$ cat src/rtl/pbpc_pkg.sv
// Constants for the port B / port C pin function select block.
// Assumes an AHB-Lite bus with 32-bit data and word-only accesses.
package pbpc_pkg;

  // ----------------------------------------------------------------
  // Register byte offsets inside the block window
  // ----------------------------------------------------------------
  localparam logic [3:0] OFS_PB_UPPER = 4'h0; // Port B pins 9..8
  localparam logic [3:0] OFS_PB_LOWER = 4'h4; // Port B pins 7..0
  localparam logic [3:0] OFS_PC_DIR   = 4'h8; // Port C direction
  localparam logic [3:0] OFS_PC_FUNC  = 4'hC; // Port C function
  localparam int unsigned WIN_MSB     = 11;   // Window is 4 KiB

  // ----------------------------------------------------------------
  // Reset values and writable-bit masks
  // ----------------------------------------------------------------
  localparam logic [15:0] RST_PB_UPPER  = 16'h0000;
  localparam logic [15:0] RST_PB_LOWER  = 16'h0000;
  localparam logic [15:0] RST_PC_DIR    = 16'h0000;
  localparam logic [15:0] RST_PC_FUNC   = 16'h0000;
  localparam logic [15:0] MASK_PB_UPPER = 16'h000F; // 15..4 reserved
  localparam logic [15:0] MASK_PB_LOWER = 16'hFFF5; // 3 and 1 reserved
  localparam logic [15:0] MASK_PC       = 16'hFFFF;

  // ----------------------------------------------------------------
  // Field positions (low bit of each select field)
  // ----------------------------------------------------------------
  localparam int unsigned PB9_LSB = 2;  // Upper register
  localparam int unsigned PB8_LSB = 0;  // Upper register
  localparam int unsigned PB7_LSB = 14; // Lower register
  localparam int unsigned PB6_LSB = 12;
  localparam int unsigned PB5_LSB = 10;
  localparam int unsigned PB4_LSB = 8;
  localparam int unsigned PB3_LSB = 6;
  localparam int unsigned PB2_LSB = 4;
  localparam int unsigned PB1_BIT = 2;
  localparam int unsigned PB0_BIT = 0;

  // ----------------------------------------------------------------
  // Two-bit function codes and idle levels
  // ----------------------------------------------------------------
  localparam logic [1:0] FN_GPIO = 2'h0; // General I/O
  localparam logic [1:0] FN_IRQ  = 2'h1; // Interrupt request input
  localparam logic [1:0] FN_ALT1 = 2'h2; // Address / enable input
  localparam logic [1:0] FN_ALT2 = 2'h3; // Bus handshake / strobe
  localparam logic       IN_IDLE = 1'h1; // Unrouted peripheral input

endpackage : pbpc_pkg

$ cat src/rtl/pbpc_pin.sv
// One multiplexed pin: picks GPIO or alternate drive, registered.
// Assumes the select inputs are decoded synchronously to hclk.
`timescale 1ns/1ps
module pbpc_pin (
  input  wire logic hclk,     // Bus clock
  input  wire logic hresetn,  // Async reset, low
  input  wire logic ce,       // Clock enable
  input  wire logic gpio_sel, // Pin is general I/O
  input  wire logic dir,      // GPIO direction, 1 = out
  input  wire logic dout,     // GPIO output data
  input  wire logic alt_oe,   // Alternate function drives
  input  wire logic alt_val,  // Alternate output level
  output logic      pin_out,  // Pin output level
  output logic      pin_oe    // Pin output enable, high drives
);

  // ----------------------------------------------------------------
  // Output driver
  // ----------------------------------------------------------------
  // Direction only counts in GPIO mode; otherwise alt decides
  always_ff @(posedge hclk or negedge hresetn) begin
    if (!hresetn) begin
      pin_out <= 1'b0;
      pin_oe  <= 1'b0;
    end else if (ce) begin
      if (gpio_sel) begin
        pin_out <= dout;
        pin_oe  <= dir;
      end else begin
        pin_out <= alt_val;
        pin_oe  <= alt_oe;
      end
    end
  end
endmodule : pbpc_pin

$ cat src/rtl/pbpc_top.sv
// Port B / port C pin function select with an AHB-Lite slave.
// Assumes one slave on the bus; hresetn is the power-on reset.
`timescale 1ns/1ps
module pbpc_top (
  input  wire logic        hclk,             // Bus clock
  input  wire logic        hresetn,          // Power-on reset, low
  input  wire logic        ce,               // Clock enable
  input  wire logic        hsel,             // Slave select
  input  wire logic [31:0] haddr,            // Byte address
  input  wire logic [1:0]  htrans,           // Transfer type
  input  wire logic        hwrite,           // Write strobe
  input  wire logic [2:0]  hsize,            // Size, word only
  input  wire logic [31:0] hwdata,           // Write data
  input  wire logic        hready,           // Bus ready
  output logic             hreadyout,        // Slave ready
  output logic             hresp,            // Always OKAY
  output logic [31:0]      hrdata,           // Read data
  input  wire logic        mode_single_chip, // Single chip mode
  input  wire logic        mode_rom_off,     // On-chip ROM off
  input  wire logic [9:0]  pb_in,            // Port B pin levels
  output logic [9:0]       pb_out,           // Port B pin drive
  output logic [9:0]       pb_oe,            // Port B enables
  input  wire logic [15:0] pc_in,            // Port C pin levels
  output logic [15:0]      pc_out,           // Port C pin drive
  output logic [15:0]      pc_oe,            // Port C enables
  input  wire logic [9:0]  gpio_b_dir,       // Port B direction
  input  wire logic [9:0]  gpio_b_dout,      // Port B GPIO data
  output logic [9:0]       gpio_b_din,       // Port B GPIO read
  input  wire logic [15:0] gpio_c_dout,      // Port C GPIO data
  output logic [15:0]      gpio_c_din,       // Port C GPIO read
  input  wire logic [21:0] addr_in,          // Bus address lines
  input  wire logic        bus_ack_out,      // Bus acknowledge
  input  wire logic        read_write_out,   // Bus read/write
  input  wire logic        upper_column_strobe, // Upper CAS
  input  wire logic        lower_column_strobe, // Lower CAS
  input  wire logic        row_strobe,       // Row strobe
  output logic [7:0]       interrupt_request_in, // To irq ctl
  output logic [3:0]       output_enable_in, // To timer
  output logic             conversion_trigger_in, // To ADC
  output logic             wait_request_in,  // To bus ctl
  output logic             bus_request_in    // To bus ctl
);

  // ----------------------------------------------------------------
  // Declarations
  // ----------------------------------------------------------------
  logic [15:0] ub_r, ub_nxt;       // Upper B function select
  logic [15:0] lb_r, lb_nxt;       // Lower B function select
  logic [15:0] pc_dir_r, pc_dir_nxt; // Port C direction
  logic [15:0] pc_fn_r, pc_fn_nxt; // Port C function select
  logic        wr_pend_r;          // Write data phase pending
  logic [3:0]  wr_ofs_r;           // Offset of pending write
  logic        ap_hit;             // Address inside window
  logic        ap_go;              // Address phase accepted
  logic        ap_rd;              // Accepted read
  logic [15:0] rd_val;             // Read mux result
  logic [1:0]  fsel [2:9];         // Port B two-bit fields
  logic [9:0]  b_gpio, b_aoe, b_aval; // Port B decode
  logic [15:0] c_alt;              // Port C address mode
  logic [7:0]  irq_sel;            // Interrupt routing
  logic [3:0]  poe_sel;            // Enable input routing
  logic        trg_sel, wait_sel, bus_request_in_sel; // Handshake routing
  logic [25:0] p_out, p_oe;        // Pin cell outputs

  // ----------------------------------------------------------------
  // Bus address phase
  // ----------------------------------------------------------------
  // Only NONSEQ/SEQ with hready take part; IDLE/BUSY do nothing
  assign ap_hit = (haddr[pbpc_pkg::WIN_MSB:4] == '0);
  assign ap_go  = hsel && hready && htrans[1];
  assign ap_rd  = ap_go && !hwrite;

  // Remember a write so the data phase can land it next edge
  always_ff @(posedge hclk or negedge hresetn) begin
    if (!hresetn) begin
      wr_pend_r <= 1'b0;
      wr_ofs_r  <= 4'h0;
    end else if (ce) begin
      wr_pend_r <= ap_go && hwrite && ap_hit;
      wr_ofs_r  <= haddr[3:0];
    end
  end

  // ----------------------------------------------------------------
  // Register next values
  // ----------------------------------------------------------------
  // Reserved bits are masked off so they always read zero;
  // misaligned offsets fall to default and are dropped
  always_comb begin
    ub_nxt     = ub_r;
    lb_nxt     = lb_r;
    pc_dir_nxt = pc_dir_r;
    pc_fn_nxt  = pc_fn_r;
    if (wr_pend_r) begin
      case (wr_ofs_r)
        pbpc_pkg::OFS_PB_UPPER: begin
          ub_nxt = hwdata[15:0] & pbpc_pkg::MASK_PB_UPPER;
        end
        pbpc_pkg::OFS_PB_LOWER: begin
          lb_nxt = hwdata[15:0] & pbpc_pkg::MASK_PB_LOWER;
        end
        pbpc_pkg::OFS_PC_DIR: begin
          pc_dir_nxt = hwdata[15:0] & pbpc_pkg::MASK_PC;
        end
        pbpc_pkg::OFS_PC_FUNC: begin
          pc_fn_nxt = hwdata[15:0] & pbpc_pkg::MASK_PC;
        end
        default: begin
          ub_nxt = ub_r;
        end
      endcase
    end
  end

  // ----------------------------------------------------------------
  // Registers
  // ----------------------------------------------------------------
  // Only power-on reset clears them; there is no soft reset input,
  // so manual, watchdog and sleep states leave them untouched
  always_ff @(posedge hclk or negedge hresetn) begin
    if (!hresetn) begin
      ub_r     <= pbpc_pkg::RST_PB_UPPER;
      lb_r     <= pbpc_pkg::RST_PB_LOWER;
      pc_dir_r <= pbpc_pkg::RST_PC_DIR;
      pc_fn_r  <= pbpc_pkg::RST_PC_FUNC;
    end else if (ce) begin
      ub_r     <= ub_nxt;
      lb_r     <= lb_nxt;
      pc_dir_r <= pc_dir_nxt;
      pc_fn_r  <= pc_fn_nxt;
    end
  end

  // ----------------------------------------------------------------
  // Read path
  // ----------------------------------------------------------------
  // Reads use next values so a read right after a write sees it
  always_comb begin
    case (haddr[3:0])
      pbpc_pkg::OFS_PB_UPPER: rd_val = ub_nxt;
      pbpc_pkg::OFS_PB_LOWER: rd_val = lb_nxt;
      pbpc_pkg::OFS_PC_DIR:   rd_val = pc_dir_nxt;
      pbpc_pkg::OFS_PC_FUNC:  rd_val = pc_fn_nxt;
      default:                rd_val = 16'h0000;
    endcase
    if (!ap_hit) begin
      rd_val = 16'h0000;
    end
  end

  // Read data held through the data phase; upper half is zero
  always_ff @(posedge hclk or negedge hresetn) begin
    if (!hresetn) begin
      hrdata <= 32'h0000_0000;
    end else if (ce && ap_rd) begin
      hrdata <= {16'h0000, rd_val};
    end
  end

  // Zero wait states and OKAY always, so both are constant flops
  always_ff @(posedge hclk or negedge hresetn) begin
    if (!hresetn) begin
      hreadyout <= 1'b1;
      hresp     <= 1'b0;
    end else if (ce) begin
      hreadyout <= 1'b1;
      hresp     <= 1'b0;
    end
  end

  // ----------------------------------------------------------------
  // Port B function decode
  // ----------------------------------------------------------------
  assign fsel[9] = ub_r[pbpc_pkg::PB9_LSB +: 2];
  assign fsel[8] = ub_r[pbpc_pkg::PB8_LSB +: 2];
  assign fsel[7] = lb_r[pbpc_pkg::PB7_LSB +: 2];
  assign fsel[6] = lb_r[pbpc_pkg::PB6_LSB +: 2];
  assign fsel[5] = lb_r[pbpc_pkg::PB5_LSB +: 2];
  assign fsel[4] = lb_r[pbpc_pkg::PB4_LSB +: 2];
  assign fsel[3] = lb_r[pbpc_pkg::PB3_LSB +: 2];
  assign fsel[2] = lb_r[pbpc_pkg::PB2_LSB +: 2];

  // Single chip mode turns bus functions, except read/write on pin 5, back into GPIO
  always_comb begin
    b_gpio   = '1;
    b_aoe    = '0;
    b_aval   = '0;
    irq_sel  = '0;
    poe_sel  = '0;
    trg_sel  = 1'b0;
    wait_sel = 1'b0;
    bus_request_in_sel = 1'b0;
    // Interrupt code is common to pins 2..9
    for (int i = 2; i < 10; i++) begin
      if (fsel[i] == pbpc_pkg::FN_IRQ) begin
        b_gpio[i]    = 1'b0;
        irq_sel[i-2] = 1'b1;
      end
    end
    // Address lines 18..21 on pins 6..9
    for (int i = 6; i < 10; i++) begin
      if (fsel[i] == pbpc_pkg::FN_ALT1 && !mode_single_chip) begin
        b_gpio[i] = 1'b0;
        b_aoe[i]  = 1'b1;
        b_aval[i] = addr_in[12+i];
      end
    end
    // Output enable inputs on pins 2..5
    for (int i = 2; i < 6; i++) begin
      if (fsel[i] == pbpc_pkg::FN_ALT1) begin
        b_gpio[i]    = 1'b0;
        poe_sel[i-2] = 1'b1;
      end
    end
    if (fsel[9] == pbpc_pkg::FN_ALT2) begin
      b_gpio[9] = 1'b0;
      trg_sel   = 1'b1;
    end
    if (fsel[8] == pbpc_pkg::FN_ALT2 && !mode_single_chip) begin
      b_gpio[8] = 1'b0;
      wait_sel  = 1'b1;
    end
    if (fsel[7] == pbpc_pkg::FN_ALT2 && !mode_single_chip) begin
      b_gpio[7] = 1'b0;
      bus_request_in_sel  = 1'b1;
    end
    if (fsel[6] == pbpc_pkg::FN_ALT2 && !mode_single_chip) begin
      b_gpio[6] = 1'b0;
      b_aoe[6]  = 1'b1;
      b_aval[6] = bus_ack_out;
    end
    // Read/write output has no single chip fallback
    if (fsel[5] == pbpc_pkg::FN_ALT2) begin
      b_gpio[5] = 1'b0;
      b_aoe[5]  = 1'b1;
      b_aval[5] = read_write_out;
    end
    if (fsel[4] == pbpc_pkg::FN_ALT2 && !mode_single_chip) begin
      b_gpio[4] = 1'b0;
      b_aoe[4]  = 1'b1;
      b_aval[4] = upper_column_strobe;
    end
    if (fsel[3] == pbpc_pkg::FN_ALT2 && !mode_single_chip) begin
      b_gpio[3] = 1'b0;
      b_aoe[3]  = 1'b1;
      b_aval[3] = lower_column_strobe;
    end
    if (fsel[2] == pbpc_pkg::FN_ALT2 && !mode_single_chip) begin
      b_gpio[2] = 1'b0;
      b_aoe[2]  = 1'b1;
      b_aval[2] = row_strobe;
    end
    // ROM-off mode forces address out even with the bit clear
    if (!mode_single_chip
        && (lb_r[pbpc_pkg::PB1_BIT] || mode_rom_off)) begin
      b_gpio[1] = 1'b0;
      b_aoe[1]  = 1'b1;
      b_aval[1] = addr_in[17];
    end
    if (!mode_single_chip
        && (lb_r[pbpc_pkg::PB0_BIT] || mode_rom_off)) begin
      b_gpio[0] = 1'b0;
      b_aoe[0]  = 1'b1;
      b_aval[0] = addr_in[16];
    end
  end

  // ----------------------------------------------------------------
  // Port C function decode
  // ----------------------------------------------------------------
  // Bit set, or ROM off, gives address line n unless single chip
  assign c_alt = mode_single_chip ? 16'h0000
               : (pc_fn_r | {16{mode_rom_off}});

  // ----------------------------------------------------------------
  // Pin cells, port B in 9..0 and port C in 25..10
  // ----------------------------------------------------------------
  for (genvar g = 0; g < 26; g++) begin : g_pin
    pbpc_pin u_pin (
      .hclk     (hclk),
      .hresetn  (hresetn),
      .ce       (ce),
      .gpio_sel ({~c_alt, b_gpio}[g]),
      .dir      ({pc_dir_r, gpio_b_dir}[g]),
      .dout     ({gpio_c_dout, gpio_b_dout}[g]),
      .alt_oe   ({c_alt, b_aoe}[g]),
      .alt_val  ({addr_in[15:0], b_aval}[g]),
      .pin_out  (p_out[g]),
      .pin_oe   (p_oe[g])
    );
  end

  assign pb_out = p_out[9:0];
  assign pb_oe  = p_oe[9:0];
  assign pc_out = p_out[25:10];
  assign pc_oe  = p_oe[25:10];

  // ----------------------------------------------------------------
  // Input routing to peripherals
  // ----------------------------------------------------------------
  // Unselected peripherals see the idle level, so a pin used as
  // GPIO can never fake an interrupt or a bus request
  always_ff @(posedge hclk or negedge hresetn) begin
    if (!hresetn) begin
      interrupt_request_in  <= {8{pbpc_pkg::IN_IDLE}};
      output_enable_in      <= {4{pbpc_pkg::IN_IDLE}};
      conversion_trigger_in <= pbpc_pkg::IN_IDLE;
      wait_request_in       <= pbpc_pkg::IN_IDLE;
      bus_request_in        <= pbpc_pkg::IN_IDLE;
    end else if (ce) begin
      for (int i = 0; i < 8; i++) begin
        interrupt_request_in[i] <=
          irq_sel[i] ? pb_in[i+2] : pbpc_pkg::IN_IDLE;
      end
      for (int i = 0; i < 4; i++) begin
        output_enable_in[i] <=
          poe_sel[i] ? pb_in[i+2] : pbpc_pkg::IN_IDLE;
      end
      conversion_trigger_in <= trg_sel ? pb_in[9] : pbpc_pkg::IN_IDLE;
      wait_request_in  <= wait_sel ? pb_in[8] : pbpc_pkg::IN_IDLE;
      bus_request_in   <= bus_request_in_sel ? pb_in[7] : pbpc_pkg::IN_IDLE;
    end
  end

  // GPIO read path samples the pin levels every cycle
  always_ff @(posedge hclk or negedge hresetn) begin
    if (!hresetn) begin
      gpio_b_din <= 10'h000;
      gpio_c_din <= 16'h0000;
    end else if (ce) begin
      gpio_b_din <= pb_in;
      gpio_c_din <= pc_in;
    end
  end
endmodule : pbpc_top

$ cat config.mk
export PLATFORM = sky130hd
export DESIGN_NAME = pbpc_top
export DESIGN_NICKNAME = d
export VERILOG_FILES = /design/src/rtl/pbpc_pkg.sv /design/src/rtl/pbpc_pin.sv /design/src/rtl/pbpc_top.sv
export SDC_FILE = /design/constraint.sdc
export NUM_CORES = 1
export LEC_CHECK = 0
export ABC_CLOCK_PERIOD_IN_PS = 3880
export BUFFER_PORTS_ARGS = -buffer_cell sky130_fd_sc_hd__buf_4
export CAP_MARGIN = 20
export CORE_MARGIN = 1
export CORE_UTILIZATION = 52
export CTS_BUF_LIST = sky130_fd_sc_hd__clkbuf_4 sky130_fd_sc_hd__clkbuf_8
export CTS_CLUSTER_SIZE = 24
export DETAILED_ROUTE_END_ITERATION = 6
export GPL_TIMING_DRIVEN = 0
export PLACE_DENSITY = 0.83
export RECOVER_POWER = 25
export SLEW_MARGIN = 15
export SYNTH_ARGS = -nofsm -noshare
export SYNTH_HDL_FRONTEND = slang
export SYNTH_HIERARCHICAL = 1
export SYNTH_SLANG_ARGS = --single-unit
export TNS_END_PERCENT = 50
$ cat constraint.sdc
create_clock -name hclk -period 3.88 [get_ports hclk]
set_input_delay 0.776 -clock hclk [delete_from_list [all_inputs] [get_ports hclk]]
set_output_delay 0.776 -clock hclk [all_outputs]
set_load 0.02 [all_outputs]
# [Word level (Yosys, flattened, before mapping)]
# Cells that the tools add are included.
[word_totals] ff_bits=178 out_inout_bits=127
[classes] bitwise_logic=2 mux=135 eq_ne=30 n_reduce_logical=25
[ops] op="16-bit 2-to-1 mux" n=10
[ops] op="1-bit 2-to-1 mux" n=124
[ops] op="16-bit case mux with 4 select lines" n=1
[ops] op="2-bit == test, second input constant" n=16
[ops] op="1-bit logical AND" n=18
[ops] op="2-bit by 1-bit == test with 1-bit output, second input constant" n=8
[ops] op="4-bit == test, second input constant" n=4
[ops] op="16-bit NOT" n=1
[ops] op="16-bit OR" n=1
[ops] op="4-bit by 3-bit == test with 1-bit output, second input constant" n=2
[ops] op="4-bit logical NOT" n=2
[ops] op="8-bit logical NOT" n=1
[ops] op="1-bit logical NOT" n=2
[ops] op="1-bit logical OR" n=2

# [Logic depth before layout (Yosys ltp)]
[logic_depth] depth_word=5 mapped_depth=8

# [Hierarchy]
# Netlist, hierarchy kept.
[modules_own_cells] module="pbpc_top" area_each_um2=6453.7 n_inst=1 cells_each=636 seq_area_each_um2=3171.8
[modules_own_cells] module="pbpc_pin" area_each_um2=87.6 n_inst=26 cells_each=8 seq_area_each_um2=50.0

# [Least setup slack after synthesis]
# Ideal clock, no wire load.
[synth_path] path_kind="reg-to-reg" from="register wr_ofs_r[2]" to="register hrdata[1]" path_stages_with_launch=7 path_buffers=1 path_slack_ns=1.793 arrival_time_ns=1.953 period_less_slack_ns=2.087 cell_sequence="dfrtp_1 or4b_1 buf_4 nor2_8 mux2_2 a2111oi_0 o21ai_0"
[synth_via] elab_chain_len=5 elab_cells_between_ends=14 cone_classes="eq/ne: 3; mux: 10; reduce/logical: 1"
[synth_rtl] item="start: declaration" line_no="pbpc_top.sv:52" rtl="logic [3:0] wr_ofs_r;"
[synth_rtl] item="start signal: assignment" line_no="pbpc_top.sv:80" rtl="wr_ofs_r <= haddr[3:0];"
[synth_rtl] item="4-bit == test (tied with other cells)" line_no="pbpc_top.sv:95" rtl="case (wr_ofs_r)"
[synth_rtl] item="16-bit 2-to-1 mux" line_no="pbpc_top.sv:95"
[synth_rtl] item="16-bit 2-to-1 mux" line_no="pbpc_top.sv:94" rtl="if (wr_pend_r) begin"
[synth_rtl] item="16-bit case mux with 4 select lines (*)" line_no="pbpc_top.sv:139" rtl="case (haddr[3:0])"
[synth_rtl] item="16-bit 2-to-1 mux (*)" line_no="pbpc_top.sv:146" rtl="if (!ap_hit) begin"
[synth_rtl] item="end signal: assignment" line_no="pbpc_top.sv:156" rtl="hrdata <= {16'h0000, rd_val};"
[synth_rtl] item="end: declaration" line_no="pbpc_top.sv:17" rtl="output logic [31:0] hrdata,"
# Every way passes the cells marked *; elsewhere a longest branch is shown, timed or not.
# A chain may end at the register's enable or synchronous reset.

# [Worst setup path in the final report]
[layout_path] from="input port ce" to="register gpio_b_din[8]"
[layout_rtl] item="start: declaration" line_no="pbpc_top.sv:7" rtl="input wire logic ce,"
[layout_rtl] item="end signal: assignment" line_no="pbpc_top.sv:331" rtl="gpio_b_din <= pb_in;"
[layout_rtl] item="end: declaration" line_no="pbpc_top.sv:28" rtl="output logic [9:0] gpio_b_din,"
# No word-level cell between the ends.

==> results.toml <==
[die]
dieArea_um2 = 17300
die_y_um = 132
core_area_um2 = 16500
floorplan.initialDensity_pct = 53.0
rows = 47
io_pins = 293
dieWidth_um = 132

[setup_path]
critical_path_class = "in -> reg"
cp_slowest_stage_delay_ns = 0.75
path_common_cell = "clkbuf_1"
crit_family = "buffers and inverters"
path_cells = "buf_4, clkbuf_1, clkbuf_1, clkbuf_1, mux2_2"
path_buf_inv = 4
critPathLaunchType = "input pin"
critPathCaptureType = "flip-flop"
crit_arrival_ns = 3.19
crit_slowest_cell = "buf_4"
cp_max_fo = 105
cp.required_ns = 4.23

[clocking]
cts_tree = "built"
htree_levels = 4
cts-resized-gates = 0
cts_num_sinks = 178
cts_hold_buf = 0
insertion_delay_ns = 0.48
cts.clk_slew.worst_paths_ns = 0.09
cts_setup_buffers = 0
clock-root-buffer = "clkbuf_8"
cts_buffers = 17
cts.path.max_buffers = 2

[finish]
finalNetCount = 1288
antennaDiodeCount = 0
final_cell_mix = "buf_4 (251), dfrtp_1 (163), a21oi_1 (109)"
num-fill-cells = 1357
final_common_cell = "buf_4"
area_growth_pct = 28.8
final_layout_size_suffix_gt1_share_pct = 35.1
finalInstanceArea_um2 = 11200

[route]
ant_nets = 0
wire_per_inst_um = 17.7
dr.first_iter.drc_count = 684
vias_per_cell = 5.58
first_pass_iters = 5
vias = 7506
routed_wl_um = 23800
drcViolationCount = 0

[yosys]
yosysSeqAreaShare_pct = 51.2
synth-seq-cells = 178
synth_area_per_cell_um2 = 10.3
synth.area.top_cells = "dfrtp_1 (47%), mux2_2 (10%), a21oi_1 (6.2%)"
yosysTopAreaCell = "dfrtp_1"
yosysUniqueCellTypes = 38
syn_inst = 844
synth_area_um2 = 8730
ys_warn_count = 6
netlist.area_leader.share_pct = 46.7

[pwr]
peakVddDrop_mv = 0.202
power.leakage_nw = 5.43
powerDensity_nw_per_um2 = 357
power.total_w = 0.00401

[grt]
grt_util_met2_pct = 46.4
grt-ovfl-total = 0
antenna_found_initial = 0
grt_pass1_vias = 7341
grt_pass1_wl_um = 38000
grt_usage_pct = 27.8
use_met1_pct = 35.9
grt_max_degree = 106
met3_usage_pct = 5.59
grt_most_used_layer = "met2"

[sta]
slew_headroom_pct = -54.3
slew_violations = 91
fin_skew_ns = 0.0168
fmax_mhz = 352
worst_pin_slew_ns = 2.31
fin_crit_ns = 2.84
rsz0062_at_grt = "false"
setup_tns_ns = 0
setup_viol = 0
fin_crit_sh_pct = 73.2
hold_viol = 0

[min_path]
hold_class = "reg -> reg"

[place]
placed_cell_area_um2 = 10900
hpwl_um = 17400
gp_congestion = 0.896
portBuffers = 233

[run_status]
status = "complete, but fails checks"
failed_checks = "max-capacitance violations, max-slew violations"

[run]
drv_cap = 1
kinds of logic (layout without fill, tap and decap cells):
| kind of cell | after synthesis | in the layout | share of synthesized area, % |
|---|---|---|---|
| other | 2 | 18 | 0.0860 |
| and+or+nand+nor | 211 | 211 | 12.0 |
| muxes | 134 | 134 | 16.5 |
| DFF | 178 | 178 | 51.2 |
| adders and majority gates | 9 | 9 | 1.29 |
| AOI/OAI and AO/OA | 217 | 217 | 13.9 |
| buffers and inverters | 93 | 359 | 4.93 |
final cells by class:
cell class	instances	area [µm²]	area share (%)
inverters	33	124	1.10
flip-flops and latches	178	4470	39.8
clock inverters	12	129	1.15
plain buffers	60	307	2.73
repair buffers	234	1770	15.8
multi-input cells	589	3890	34.6
clock buffers	20	275	2.45
well taps	220	275	2.45
Yosys cell counts (all sizes together):
master / instances
nand4bb: 1
dfrtp: 163
nand2b: 2
a2111oi: 14
ha: 9
inv: 33
buf: 24
nor3b: 6
a31oi: 7
and2: 23
or4: 2
nor4b: 1
a21oi: 109
conb: 2
mux2i: 53
and4bb: 1
nor2b: 6
nor2: 82
o21ai: 86
clkbuf: 36
a41oi: 1
nand4: 1
nor4: 3
mux2: 81
and3: 2
nand3: 52
nor3: 1
or4b: 1
nand3b: 3
nand2: 24
dfstp: 15
layer usage:
| layer | up-vias | wire (µm) |
|---|---|---|
| met5 | - | 0 |
| met4 | 0 | 609 |
| met3 | 47 | 1780 |
| met2 | 343 | 11800 |
| met1 | 3634 | 9630 |
| li1 | 3482 | - |
power by group:
group / switching [W] / internal [W] / total, W
registers: 0.0000629 / 0.00195 / 0.00202
clock network: 0.000686 / 0.000624 / 0.00131
logic: 0.000383 / 0.000302 / 0.000685
total: 0.00113 / 0.00288 / 0.00401
worst paths after layout:
path                        startpoint                     end  slack (ns)  depth (start not counted)
min in group asynchronous      hresetn  g_pin[4].u_pin/pin_out        0.96                          1
max in group asynchronous      hresetn  g_pin[12].u_pin/pin_oe        1.53                          1
min                            lb_r[3]                 lb_r[3]        0.48                          1
max reg2reg                wr_ofs_r[2]            pc_dir_r[13]        1.42                          4
max                                 ce           gpio_b_din[8]        1.04                          5
min reg2reg                    lb_r[3]                 lb_r[3]        0.48                          1
worst reg2reg max path: cells and delay by family (launching register included):
| family | cells | cell delay, ns |
|---|---|---|
| mux | 1 | 0.36 |
| simple gates | 2 | 1.17 |
| buf+inv | 1 | 0.36 |
| flops | 1 | 0.45 |
registers in the layout, indices dropped and copies added, names as in the netlist, 4 cells and up:
name                  cells
output_enable_in          4
gpio_c_din               16
hrdata                   16
lb_r                     16
gpio_b_din               10
pc_fn_r                  16
g_pin.u_pin/pin_oe       26
wr_ofs_r                  4
g_pin.u_pin/pin_out      26
pc_dir_r                 16
ub_r                     16
interrupt_request_in      8
through the flow:
| stage | cells | hold slack [ns] | setup slack, ns | utilization, % |
|---|---|---|---|---|
| 2_1_floorplan | 860 | 0.444 | 1.79 | - |
| 3_5_place_dp | 1314 | 0.464 | 0.551 | 65.9 |
| 6_report | 1346 | 0.485 | 1.04 | 68.3 |
| 4_1_cts | 1346 | 0.310 | 1.06 | 68.4 |
| 5_1_grt | 1346 | 0.493 | 0.874 | 68.3 |
| 3_3_place_gp | 1313 | 0.461 | 0.566 | 65.7 |
(Power assumes the default switching activity.)
